### src/rtl/imu_output_pkg.sv
// constants shared by the inertial output register block
package imu_output_pkg;

    // register addresses on the serial port (byte addresses, 16-bit words)
    localparam logic [6:0] ADDR_Z_ACCEL_LOW       = 7'h18;
    localparam logic [6:0] ADDR_Z_ACCEL_HIGH      = 7'h1A;
    localparam logic [6:0] ADDR_TEMPERATURE       = 7'h1C;
    localparam logic [6:0] ADDR_SYNC_ELAPSED      = 7'h1E;
    localparam logic [6:0] ADDR_UPDATE_COUNTER    = 7'h22;
    localparam logic [6:0] ADDR_X_ROT_DELTA_LOW   = 7'h24;
    localparam logic [6:0] ADDR_X_ROT_DELTA_HIGH  = 7'h26;
    localparam logic [6:0] ADDR_MISC_CONTROL      = 7'h60;
    localparam logic [6:0] ADDR_DECIMATION        = 7'h64;
    localparam logic [6:0] ADDR_COMMAND           = 7'h68;

    // reset values
    localparam logic [15:0] MISC_CONTROL_RESET    = 16'h0000;
    localparam logic [15:0] DECIMATION_RESET      = 16'h0000;
    localparam logic [15:0] UPDATE_COUNTER_RESET  = 16'h0000;
    localparam logic [15:0] OUTPUT_WORD_RESET     = 16'h0000;
    localparam logic [15:0] READ_UNMAPPED         = 16'h0000;

    // miscellaneous control: sync mode field [3:2]
    localparam int          SYNC_MODE_LSB         = 2;
    localparam logic [1:0]  SYNC_MODE_INTERNAL    = 2'b00;
    localparam logic [1:0]  SYNC_MODE_DIRECT      = 2'b01;
    localparam logic [1:0]  SYNC_MODE_SCALED      = 2'b10;

    // command register: software reset bit
    localparam int          CMD_SOFT_RESET_BIT    = 7;

    // serial frame layout
    localparam int          FRAME_BITS            = 16;
    localparam int          FRAME_WRITE_BIT       = 15;
    localparam int          FRAME_ADDR_LSB        = 8;

    // timing
    localparam int          CLOCK_PERIOD_PS       = 10000;
    localparam int          SAMPLE_RATE_SPS       = 2000;
    localparam int          SAMPLE_PERIOD_PS      = 1000000000 / SAMPLE_RATE_SPS * 1000;
    localparam int          SAMPLE_CYCLES         = SAMPLE_PERIOD_PS / CLOCK_PERIOD_PS;
    localparam int          STAMP_LSB_PS          = 49020000;
    localparam int          STAMP_TICK_CYCLES     = STAMP_LSB_PS / CLOCK_PERIOD_PS;

    // 2^32 / (2 * fs): trapezoid halving and 1/fs as one fixed-point multiply
    localparam logic [22:0] DELTA_RECIP           = 23'((64'h1 << 32) / (2 * SAMPLE_RATE_SPS));

    // serial engine states
    typedef enum logic [1:0] {
        SPI_IDLE  = 2'b01,
        SPI_SHIFT = 2'b10
    } spi_state_t;

endpackage

### src/rtl/imu_output_data_registers.sv
// z accel, temperature, time stamp, update counter and x delta angle output registers
// How it works
// - z accel high word signed, 12.25 mm/s2
// - extra z accel bits in lower word
// - accel high and low form 32 bits
// - temperature signed, 0.1 C per count
// - unsigned elapsed time since sync, 49.02 us
// - time stamp valid in scaled sync mode
// - update loads stamp of last sample
// - counter zero after power-on or reset command
// - counter increments per update, wraps to zero
// - counter is unsigned full 16 bits
// - delta angle by trapezoidal integration over window
// - window length is decimation setting plus one
// - internal sample clock runs 2000 samples/s
// - x delta angle high word signed, 2160/2^15
// - delta angle low and high form 32 bits
`timescale 1ns/1ps
`default_nettype none

module imu_output_data_registers
    import imu_output_pkg::*;
#(
    parameter int SAMPLE_DIV_CYCLES = SAMPLE_CYCLES,
    parameter int STAMP_DIV_CYCLES  = STAMP_TICK_CYCLES,
    parameter int DEC_WIDTH         = 16
) (
    input  wire logic        i_clock,
    input  wire logic        i_rst_n,
    input  wire logic        i_sclk,
    input  wire logic        i_cs_n,
    input  wire logic        i_mosi,
    input  wire logic        i_sync,
    input  wire logic [31:0] i_accel_z,
    input  wire logic [15:0] i_temperature,
    input  wire logic [31:0] i_gyro_x,
    output logic             o_miso,
    output logic             o_miso_oe_n,
    output logic             o_sample_ready_output,
    output logic [15:0]      o_miscellaneous_control
);

    // ---------------------------------------------------------------
    // pin synchronisers: stage one is read only by stage two
    logic [3:0] pin_meta_r;
    logic [3:0] pin_sync_r;
    logic [3:0] pin_prev_r;

    // two flops per pin, third flop keeps last value for edge finding
    always_ff @(posedge i_clock or negedge i_rst_n) begin
        if (!i_rst_n) begin
            pin_meta_r <= 4'hB;
            pin_sync_r <= 4'hB;
            pin_prev_r <= 4'hB;
        end else begin
            pin_meta_r <= {i_sclk, i_sync, i_cs_n, i_mosi};
            pin_sync_r <= pin_meta_r;
            pin_prev_r <= pin_sync_r;
        end
    end

    logic sclk_s;
    logic cs_n_s;
    logic mosi_s;
    logic sclk_rise;
    logic sclk_fall;
    logic cs_fall;
    logic sync_rise;

    // edge detection on synchronised copies only
    assign sclk_s    = pin_sync_r[3];
    assign cs_n_s    = pin_sync_r[1];
    assign mosi_s    = pin_sync_r[0];
    assign sclk_rise = pin_sync_r[3] & ~pin_prev_r[3];
    assign sclk_fall = ~pin_sync_r[3] & pin_prev_r[3];
    assign sync_rise = pin_sync_r[2] & ~pin_prev_r[2];
    assign cs_fall   = ~pin_sync_r[1] & pin_prev_r[1];

    // ---------------------------------------------------------------
    // register storage; output words written only by the update logic, control and decimation by serial writes
    logic [15:0] z_accel_low_word_r;
    logic [15:0] z_accel_high_word_r;
    logic [15:0] internal_temperature_r;
    logic [15:0] sync_elapsed_time_r;
    logic [15:0] update_counter_r;
    logic [15:0] x_rotation_delta_low_word_r;
    logic [15:0] x_rotation_delta_high_word_r;
    logic [15:0] miscellaneous_control_r;
    logic [15:0] decimation_r;

    // read decode of the register map
    function automatic logic [15:0] reg_read(input logic [6:0] addr);
        logic [6:0] word_addr;
        word_addr = {addr[6:1], 1'b0};
        unique case (word_addr)
            ADDR_Z_ACCEL_LOW:      reg_read = z_accel_low_word_r;
            ADDR_Z_ACCEL_HIGH:     reg_read = z_accel_high_word_r;
            ADDR_TEMPERATURE:      reg_read = internal_temperature_r;
            ADDR_SYNC_ELAPSED:     reg_read = sync_elapsed_time_r;
            ADDR_UPDATE_COUNTER:   reg_read = update_counter_r;
            ADDR_X_ROT_DELTA_LOW:  reg_read = x_rotation_delta_low_word_r;
            ADDR_X_ROT_DELTA_HIGH: reg_read = x_rotation_delta_high_word_r;
            ADDR_MISC_CONTROL:     reg_read = miscellaneous_control_r;
            ADDR_DECIMATION:       reg_read = decimation_r;
            default:               reg_read = READ_UNMAPPED;
        endcase
    endfunction

    // ---------------------------------------------------------------
    // serial slave, clock idles high, sample on rise, launch on fall
    spi_state_t  spi_state_r;
    spi_state_t  spi_state_nxt;
    logic [3:0]  bit_cnt_r;
    logic [3:0]  bit_cnt_nxt;
    logic [15:0] rx_r;
    logic [15:0] rx_nxt;
    logic [15:0] tx_r;
    logic [15:0] tx_nxt;
    logic [15:0] resp_r;
    logic [15:0] resp_nxt;
    logic [15:0] misc_nxt;
    logic [15:0] dec_nxt;
    logic        soft_rst_r;
    logic        soft_rst_nxt;
    logic        launched_r;
    logic        launched_nxt;

    // frame engine; a read answers in the next frame
    always_comb begin
        logic [15:0] frame;
        logic [6:0]  addr;
        frame         = {rx_r[14:0], mosi_s};
        addr          = frame[FRAME_ADDR_LSB +: 7];
        spi_state_nxt = spi_state_r;
        bit_cnt_nxt   = bit_cnt_r;
        rx_nxt        = rx_r;
        tx_nxt        = tx_r;
        resp_nxt      = resp_r;
        misc_nxt      = miscellaneous_control_r;
        dec_nxt       = decimation_r;
        soft_rst_nxt  = 1'b0;
        launched_nxt  = launched_r;
        unique case (spi_state_r)
            SPI_IDLE: begin
                if (cs_fall) begin
                    spi_state_nxt = SPI_SHIFT;
                    tx_nxt        = resp_r;
                    bit_cnt_nxt   = 4'h0;
                    launched_nxt  = 1'b0;
                end
            end
            SPI_SHIFT: begin
                if (cs_n_s) begin
                    // aborted frame: nothing is decoded
                    spi_state_nxt = SPI_IDLE;
                end else if (sclk_rise) begin
                    rx_nxt       = frame;
                    bit_cnt_nxt  = bit_cnt_r + 4'h1;
                    launched_nxt = 1'b1;
                    if (bit_cnt_r == 4'(FRAME_BITS - 1)) begin
                        if (!frame[FRAME_WRITE_BIT]) begin
                            resp_nxt = reg_read(addr);
                        end else begin
                            // byte writes: even address low byte, odd high byte
                            unique case ({addr[6:1], 1'b0})
                                ADDR_MISC_CONTROL: begin
                                    if (addr[0]) misc_nxt[15:8] = frame[7:0];
                                    else         misc_nxt[7:0]  = frame[7:0];
                                end
                                ADDR_DECIMATION: begin
                                    if (addr[0]) dec_nxt[15:8] = frame[7:0];
                                    else         dec_nxt[7:0]  = frame[7:0];
                                end
                                ADDR_COMMAND: begin
                                    soft_rst_nxt = ~addr[0] & frame[CMD_SOFT_RESET_BIT];
                                end
                                default: begin
                                    // read-only or unmapped: write dropped
                                end
                            endcase
                        end
                    end
                end else if (sclk_fall && launched_r) begin
                    // first fall only opens the frame, msb already on the pin
                    tx_nxt = {tx_r[14:0], 1'b0};
                end
            end
        endcase
    end

    always_ff @(posedge i_clock or negedge i_rst_n) begin
        if (!i_rst_n) begin
            spi_state_r             <= SPI_IDLE;
            bit_cnt_r               <= 4'h0;
            rx_r                    <= 16'h0000;
            tx_r                    <= 16'h0000;
            resp_r                  <= 16'h0000;
            miscellaneous_control_r <= MISC_CONTROL_RESET;
            decimation_r            <= DECIMATION_RESET;
            soft_rst_r              <= 1'b0;
            launched_r              <= 1'b0;
        end else begin
            spi_state_r             <= spi_state_nxt;
            bit_cnt_r               <= bit_cnt_nxt;
            rx_r                    <= rx_nxt;
            tx_r                    <= tx_nxt;
            resp_r                  <= resp_nxt;
            miscellaneous_control_r <= misc_nxt;
            decimation_r            <= dec_nxt;
            soft_rst_r              <= soft_rst_nxt;
            launched_r              <= launched_nxt;
        end
    end

    // miso driven only inside a frame
    assign o_miso                  = tx_r[15];
    assign o_miso_oe_n             = (spi_state_r != SPI_SHIFT);
    assign o_miscellaneous_control = miscellaneous_control_r;

    // ---------------------------------------------------------------
    // sample clock and elapsed-time base
    logic [1:0]  sync_mode;
    logic [31:0] sample_div_r;
    logic [31:0] sample_div_nxt;
    logic [31:0] stamp_div_r;
    logic [31:0] stamp_div_nxt;
    logic [15:0] stamp_cnt_r;
    logic [15:0] stamp_cnt_nxt;
    logic        sample_tick;

    assign sync_mode = miscellaneous_control_r[SYNC_MODE_LSB +: 2];

    // direct mode samples on sync edges, otherwise the 2000 sps divider
    assign sample_tick = (sync_mode == SYNC_MODE_DIRECT) ? sync_rise
                       : (sample_div_r == 32'(SAMPLE_DIV_CYCLES - 1));

    // stamp counts 49.02 us units from the last sync edge
    always_comb begin
        sample_div_nxt = sample_tick ? 32'h0000_0000 : sample_div_r + 32'h0000_0001;
        stamp_div_nxt  = stamp_div_r + 32'h0000_0001;
        stamp_cnt_nxt  = stamp_cnt_r;
        if (sync_rise) begin
            stamp_div_nxt = 32'h0000_0000;
            stamp_cnt_nxt = 16'h0000;
        end else if (stamp_div_r == 32'(STAMP_DIV_CYCLES - 1)) begin
            stamp_div_nxt = 32'h0000_0000;
            stamp_cnt_nxt = stamp_cnt_r + 16'h0001;
        end
    end

    always_ff @(posedge i_clock or negedge i_rst_n) begin
        if (!i_rst_n) begin
            sample_div_r <= 32'h0000_0000;
            stamp_div_r  <= 32'h0000_0000;
            stamp_cnt_r  <= 16'h0000;
        end else begin
            sample_div_r <= sample_div_nxt;
            stamp_div_r  <= stamp_div_nxt;
            stamp_cnt_r  <= stamp_cnt_nxt;
        end
    end

    // ---------------------------------------------------------------
    // integration window and output update
    logic [DEC_WIDTH-1:0] win_cnt_r;
    logic [DEC_WIDTH-1:0] win_cnt_nxt;
    logic signed [49:0]   acc_r;
    logic signed [49:0]   acc_nxt;
    logic signed [31:0]   gyro_prev_r;
    logic signed [31:0]   gyro_prev_nxt;
    logic signed [49:0]   acc_sum;
    logic signed [73:0]   delta_prod;
    logic [31:0]          delta_word;
    logic                 update;
    logic [15:0] z_low_nxt;
    logic [15:0] z_high_nxt;
    logic [15:0] temp_nxt;
    logic [15:0] stamp_nxt;
    logic [15:0] counter_nxt;
    logic [15:0] xd_low_nxt;
    logic [15:0] xd_high_nxt;
    logic        ready_nxt;
    logic        ready_r;

    // trapezoid: each sample plus its predecessor, then times 1/(2 fs)
    assign acc_sum    = acc_r + 50'(signed'(i_gyro_x)) + 50'(gyro_prev_r);
    assign delta_prod = acc_sum * $signed({1'b0, DELTA_RECIP});
    assign delta_word = delta_prod[63:32];
    assign update     = sample_tick && (win_cnt_r >= decimation_r[DEC_WIDTH-1:0]);

    always_comb begin
        win_cnt_nxt   = win_cnt_r;
        acc_nxt       = acc_r;
        gyro_prev_nxt = gyro_prev_r;
        z_low_nxt     = z_accel_low_word_r;
        z_high_nxt    = z_accel_high_word_r;
        temp_nxt      = internal_temperature_r;
        stamp_nxt     = sync_elapsed_time_r;
        counter_nxt   = update_counter_r;
        xd_low_nxt    = x_rotation_delta_low_word_r;
        xd_high_nxt   = x_rotation_delta_high_word_r;
        ready_nxt     = 1'b0;
        if (soft_rst_r) begin
            // reset command restarts window and count
            win_cnt_nxt   = '0;
            acc_nxt       = '0;
            gyro_prev_nxt = '0;
            counter_nxt   = UPDATE_COUNTER_RESET;
        end else if (sample_tick) begin
            gyro_prev_nxt = signed'(i_gyro_x);
            if (update) begin
                // every word of the update taken from the same last sample
                win_cnt_nxt = '0;
                acc_nxt     = '0;
                z_high_nxt  = i_accel_z[31:16];
                z_low_nxt   = i_accel_z[15:0];
                temp_nxt    = i_temperature;
                stamp_nxt   = stamp_cnt_r;
                counter_nxt = update_counter_r + 16'h0001;
                xd_high_nxt = delta_word[31:16];
                xd_low_nxt  = delta_word[15:0];
                ready_nxt   = 1'b1;
            end else begin
                win_cnt_nxt = win_cnt_r + 1'b1;
                acc_nxt     = acc_sum;
            end
        end
    end

    always_ff @(posedge i_clock or negedge i_rst_n) begin
        if (!i_rst_n) begin
            win_cnt_r                    <= '0;
            acc_r                        <= '0;
            gyro_prev_r                  <= '0;
            z_accel_low_word_r           <= OUTPUT_WORD_RESET;
            z_accel_high_word_r          <= OUTPUT_WORD_RESET;
            internal_temperature_r       <= OUTPUT_WORD_RESET;
            sync_elapsed_time_r          <= OUTPUT_WORD_RESET;
            update_counter_r             <= UPDATE_COUNTER_RESET;
            x_rotation_delta_low_word_r  <= OUTPUT_WORD_RESET;
            x_rotation_delta_high_word_r <= OUTPUT_WORD_RESET;
            ready_r                      <= 1'b0;
        end else begin
            win_cnt_r                    <= win_cnt_nxt;
            acc_r                        <= acc_nxt;
            gyro_prev_r                  <= gyro_prev_nxt;
            z_accel_low_word_r           <= z_low_nxt;
            z_accel_high_word_r          <= z_high_nxt;
            internal_temperature_r       <= temp_nxt;
            sync_elapsed_time_r          <= stamp_nxt;
            update_counter_r             <= counter_nxt;
            x_rotation_delta_low_word_r  <= xd_low_nxt;
            x_rotation_delta_high_word_r <= xd_high_nxt;
            ready_r                      <= ready_nxt;
        end
    end

    // one-cycle pulse per data update; host can time it for fs / (decimation + 1)
    assign o_sample_ready_output = ready_r;

    // sclk level itself is only used through its edges
    logic unused_sclk;
    assign unused_sclk = sclk_s;

endmodule

`default_nettype wire

### config.mk
export PLATFORM = sky130hd
export DESIGN_NAME = imu_output_data_registers
export DESIGN_NICKNAME = d
export VERILOG_FILES = /design/src/rtl/imu_output_pkg.sv /design/src/rtl/imu_output_data_registers.sv
export SDC_FILE = /design/constraint.sdc
export NUM_CORES = 2
export LEC_CHECK = 0
export ABC_AREA = 1
export BUFFER_PORTS_ARGS = -buffer_cell sky130_fd_sc_hd__clkbuf_2
export CAP_MARGIN = 0
export CORE_ASPECT_RATIO = 0.8
export CORE_MARGIN = 4
export CORE_UTILIZATION = 48
export DETAILED_ROUTE_END_ITERATION = 10
export HOLD_SLACK_MARGIN = 0.06
export MAX_ROUTING_LAYER = met4
export PLACE_DENSITY = 0.65
export SYNTH_ARGS = -nofsm -noshare
export SYNTH_HDL_FRONTEND = slang
export SYNTH_SLANG_ARGS = --single-unit
### constraint.sdc
create_clock -name i_clock -period 9.2 [get_ports i_clock]
set_clock_uncertainty 0.05 [all_clocks]
set_input_delay 0.46 -clock i_clock [delete_from_list [all_inputs] [get_ports i_clock]]
set_output_delay 0.46 -clock i_clock [all_outputs]
set_load 0.01 [all_outputs]
==> results.md <==
### Route
• number of DRC markers after the initial detailed-route iteration: 2553
• Post-route DRC: 0
• antenna-violating nets left: 0
• Via density: 5.23
• average wire per cell in the routed design: 18.2 um
• length of the first detailed-routing pass in iterations: 5
• total wirelength of the detailed-routed design: 109000 um
• total number of vias: 31.2k

### STA
• final clock period utilization by the worst path: 95.5%
• highest achievable clock rate: 114 MHz
• # setup viols final: 0
• setup slack of the critical path after layout: 0.418 ns
• crit path time final: 8.78 ns
• final-layout setup total negative slack: 0 ns
• Slew @ Worst Pin: 1.16 ns
• worst slew margin relative to its limit: 22.7%
• Fin. Hold Viols: 0
• total count of max-transition violations in the final report: 0

### Floorplan
• number of placed I/O pins: 105
• Cell Rows: 91
• Starting Density: 48.6%
• placeable core area: 0.0774 mm^2
• floorplan die area: 0.0830 mm^2
• die outline width: 321 um
• die extent in y: 259 um

### Clocking
• number of clock buffers inserted by TritonCTS: 44
• number of buffers on the longest clock path: 3
• clock latency reported for the late side of the worst-skew pair: 0.62 ns
• number of sinks driven by the clock tree: 389
• TritonCTS clock tree: yes
• clk root buf: sky130_fd_sc_hd__clkbuf_16
• clock input transition at the sequential cells of the worst setup and hold paths: 0.07 ns
• H-tree level count: 2

### Logic synthesis
• synthesis warning total: 0
• Top FF cell, synth: sky130_fd_sc_hd__dfrtp_1
• sequential fraction of the synthesis area: 25.9%
• largest area contributor in the netlist: sky130_fd_sc_hd__dfrtp_1
• instance count of the mapped netlist: 4713
• top-area cell type share of the netlist area: 25.3%
• post-synthesis cell type count: 64
• Synth async-reset ratio: 100%
• top cells by area, synth: sky130_fd_sc_hd__dfrtp_1 25%, sky130_fd_sc_hd__fa_1 17%, sky130_fd_sc_hd__ha_1 13%
• post-synthesis area per instance: 7.99 um^2
• synthesized net count: 5509
• number of synthesized flops with an enable pin: 0
• post-synthesis sequential element count: 389
• post-synth design cell area: 0.0377 mm^2

### Setup path
• type of the worst setup path: input port to flop
• category of the worst setup path launch point: input port
• launch point of the worst path: i_gyro_x[0]
• cell repeated most along the worst path: sky130_fd_sc_hd__nand2_1
• highest cell delay on the worst timing path: 0.57 ns
• Crit path arrival time: 9.19 ns
• critical path data required time: 9.61 ns
• maximum fanout along the worst path: 6
• R2R Path Start: acc_r[1]$_DFFE_PN0P_
• CP endpoint kind: flop
• Worst path slowest cell: sky130_fd_sc_hd__fa_1
• worst-case reg-to-reg path depth: 45

### Worst hold path
• instance count along the most critical hold path: 3
• kind of path behind the tightest hold check: input port to flop
• start point of the worst min-delay path: i_gyro_x[25]

### Place
• gp weighted congestion: 0.992
• Place WS: -0.0815 ns
• dpl cells: 5830
• placed wire-length estimate: 88300 um
• Buffers on Ports: 104

### GRT
• global-route wire length before repair: 175000 um
• GR Util All Layers: 27.5%
• overall overflow remaining after global route: 0
• largest net degree at the start of global routing: 148
• number of global-route vias before repair: 31.1k
• antenna violations before repair: 0

### Cells and area
• number of inserted diodes: 0
• filler-free cell count of the finished design: 5976
• number of nets in the layout: 5713
• layout-stage area growth over the synthesis result: 11.4%
• fraction of layout cells with a size suffix above 1: 7.53%

### Outcome
• outcome: finished, final reports clean

### Flow run
• count of maximum capacitance violations: 0

## kinds of logic after synthesis
group / Yosys count / synth area share, %
AO/OA/AOI/OAI: 678 / 10.4
XOR/XNOR: 143 / 3.67
buffers and inverters: 1079 / 10.8
adder cells (fa/ha/maj): 710 / 30.1
AND/OR/NAND/NOR: 1714 / 19.2
flip-flops: 389 / 25.9
## cell usage in the layout (no fill, tap or decap), drive strengths merged, types with 15 or more instances in the layout
| cell type | n |
|---|---|
| nor2 | 305 |
| buf | 74 |
| nor4 | 37 |
| a21oi | 203 |
| nand3 | 171 |
| nand2 | 1007 |
| ha | 386 |
| nor3 | 98 |
| o2111ai | 15 |
| a21o | 16 |
| xnor2 | 39 |
| nand4 | 59 |
| o22ai | 15 |
| a31oi | 24 |
| o211ai | 21 |
| inv | 997 |
| dfrtp | 380 |
| fa | 324 |
| o21ai | 298 |
| dlygate4sd3 | 61 |
| xor2 | 104 |
| clkinv | 17 |
| o21bai | 20 |
| clkbuf | 168 |
## repair_timing
item / in CTS / in global routing
buffers inserted: 0 / 3
hold buffers: 61 / 0
endpoints found under the setup margin: 0 / 25
resized for setup: 0 / 42
hold endpoints to repair: 100 / 0
## through the flow
| stage | hold slack (ns) | util [%] | instance area (um^2) |
|---|---|---|---|
| 2_1_floorplan | 0.114 | - | 37700 |
| 3_3_place_gp | 0.283 | 51.3 | 39700 |
| 3_5_place_dp | 0.292 | 51.3 | 39700 |
| 4_1_cts | 0.0600 | 53.9 | 41800 |
| 5_1_grt | 0.0810 | 54.2 | 41900 |
| 6_report | 0.0834 | 54.2 | 41900 |
## cell usage after synthesis (5+ instances only)
library cell	number
sky130_fd_sc_hd__nand4_1	59
sky130_fd_sc_hd__nor2_1	301
sky130_fd_sc_hd__o21ai_0	290
sky130_fd_sc_hd__dfstp_2	9
sky130_fd_sc_hd__xor2_2	8
sky130_fd_sc_hd__nand3_1	169
sky130_fd_sc_hd__ha_1	386
sky130_fd_sc_hd__o2111ai_1	15
sky130_fd_sc_hd__a21oi_2	6
sky130_fd_sc_hd__xor2_1	94
sky130_fd_sc_hd__a21o_1	15
sky130_fd_sc_hd__nor3_1	94
sky130_fd_sc_hd__dfrtp_1	380
sky130_fd_sc_hd__a21oi_1	197
sky130_fd_sc_hd__a221oi_1	5
sky130_fd_sc_hd__o21ai_1	6
sky130_fd_sc_hd__xnor2_1	35
sky130_fd_sc_hd__o21a_1	8
sky130_fd_sc_hd__inv_2	10
sky130_fd_sc_hd__o22ai_1	15
sky130_fd_sc_hd__o21bai_1	18
sky130_fd_sc_hd__and3_1	10
sky130_fd_sc_hd__fa_1	324
sky130_fd_sc_hd__a211oi_1	14
sky130_fd_sc_hd__or2_2	13
sky130_fd_sc_hd__inv_1	986
sky130_fd_sc_hd__nand2_1	991
sky130_fd_sc_hd__nand2_2	16
sky130_fd_sc_hd__a22o_1	14
sky130_fd_sc_hd__nor4_1	34
sky130_fd_sc_hd__a31oi_1	22
sky130_fd_sc_hd__o31ai_1	12
sky130_fd_sc_hd__o211ai_1	21
sky130_fd_sc_hd__clkbuf_1	64
sky130_fd_sc_hd__nand3b_1	9
sky130_fd_sc_hd__buf_2	13
## path summary, 6_finish.rpt
path | slack (ns) | to
worst max-delay path | 0.42 | x_rotation_delta_high_word_r[8]$_DFFE_PN0P_
worst min-delay path | 0.08 | gyro_prev_r[25]$_DFFE_PN0P_
worst max register to register | 0.42 | x_rotation_delta_high_word_r[8]$_DFFE_PN0P_
worst min register to register | 0.30 | pin_sync_r[2]$_DFF_PN0_
max in group asynchronous | 6.91 | z_accel_high_word_r[7]$_DFFE_PN0P_
min in group asynchronous | 0.31 | acc_r[8]$_DFFE_PN0P_
## state kept, by name, indices dropped and copies added, names as in the netlist, 32 cells and up
signal	cells
acc_r	50
gyro_prev_r	32
sample_div_r	32
stamp_div_r	32
## per-layer routing
layer / global-route usage, % / up-vias / part of all wire, %
met5: - / - / 0
met4: 5.32 / 0 / 1.9
met3: 5.39 / 118 / 7.7
met2: 38.4 / 836 / 41
met1: 41.5 / 14995 / 50
li1: - / 15285 / -
## cell type report
type	instances	area, um^2
Fill cell	7348	35500
Multi-Input combinational cell	3245	24000
Sequential cell	389	9750
Inverter	999	3750
Timing Repair Buffer	238	1710
Tap cell	1023	1280
Clock buffer	65	1260
Clock inverter	17	175
## critical path: cells and delay by family
family | cells | cell delay [ns]
buffers and inverters | 10 | 1.29
and+or+nand+nor | 18 | 2.01
adders and majority gates | 11 | 4.30
xor gates and xnor gates | 1 | 0.20
AOI/OAI and AO/OA | 5 | 0.92
Power is left out: the tool's default activity adds up to more than one toggle a clock period on the data nets, which glitch-free logic cannot reach.
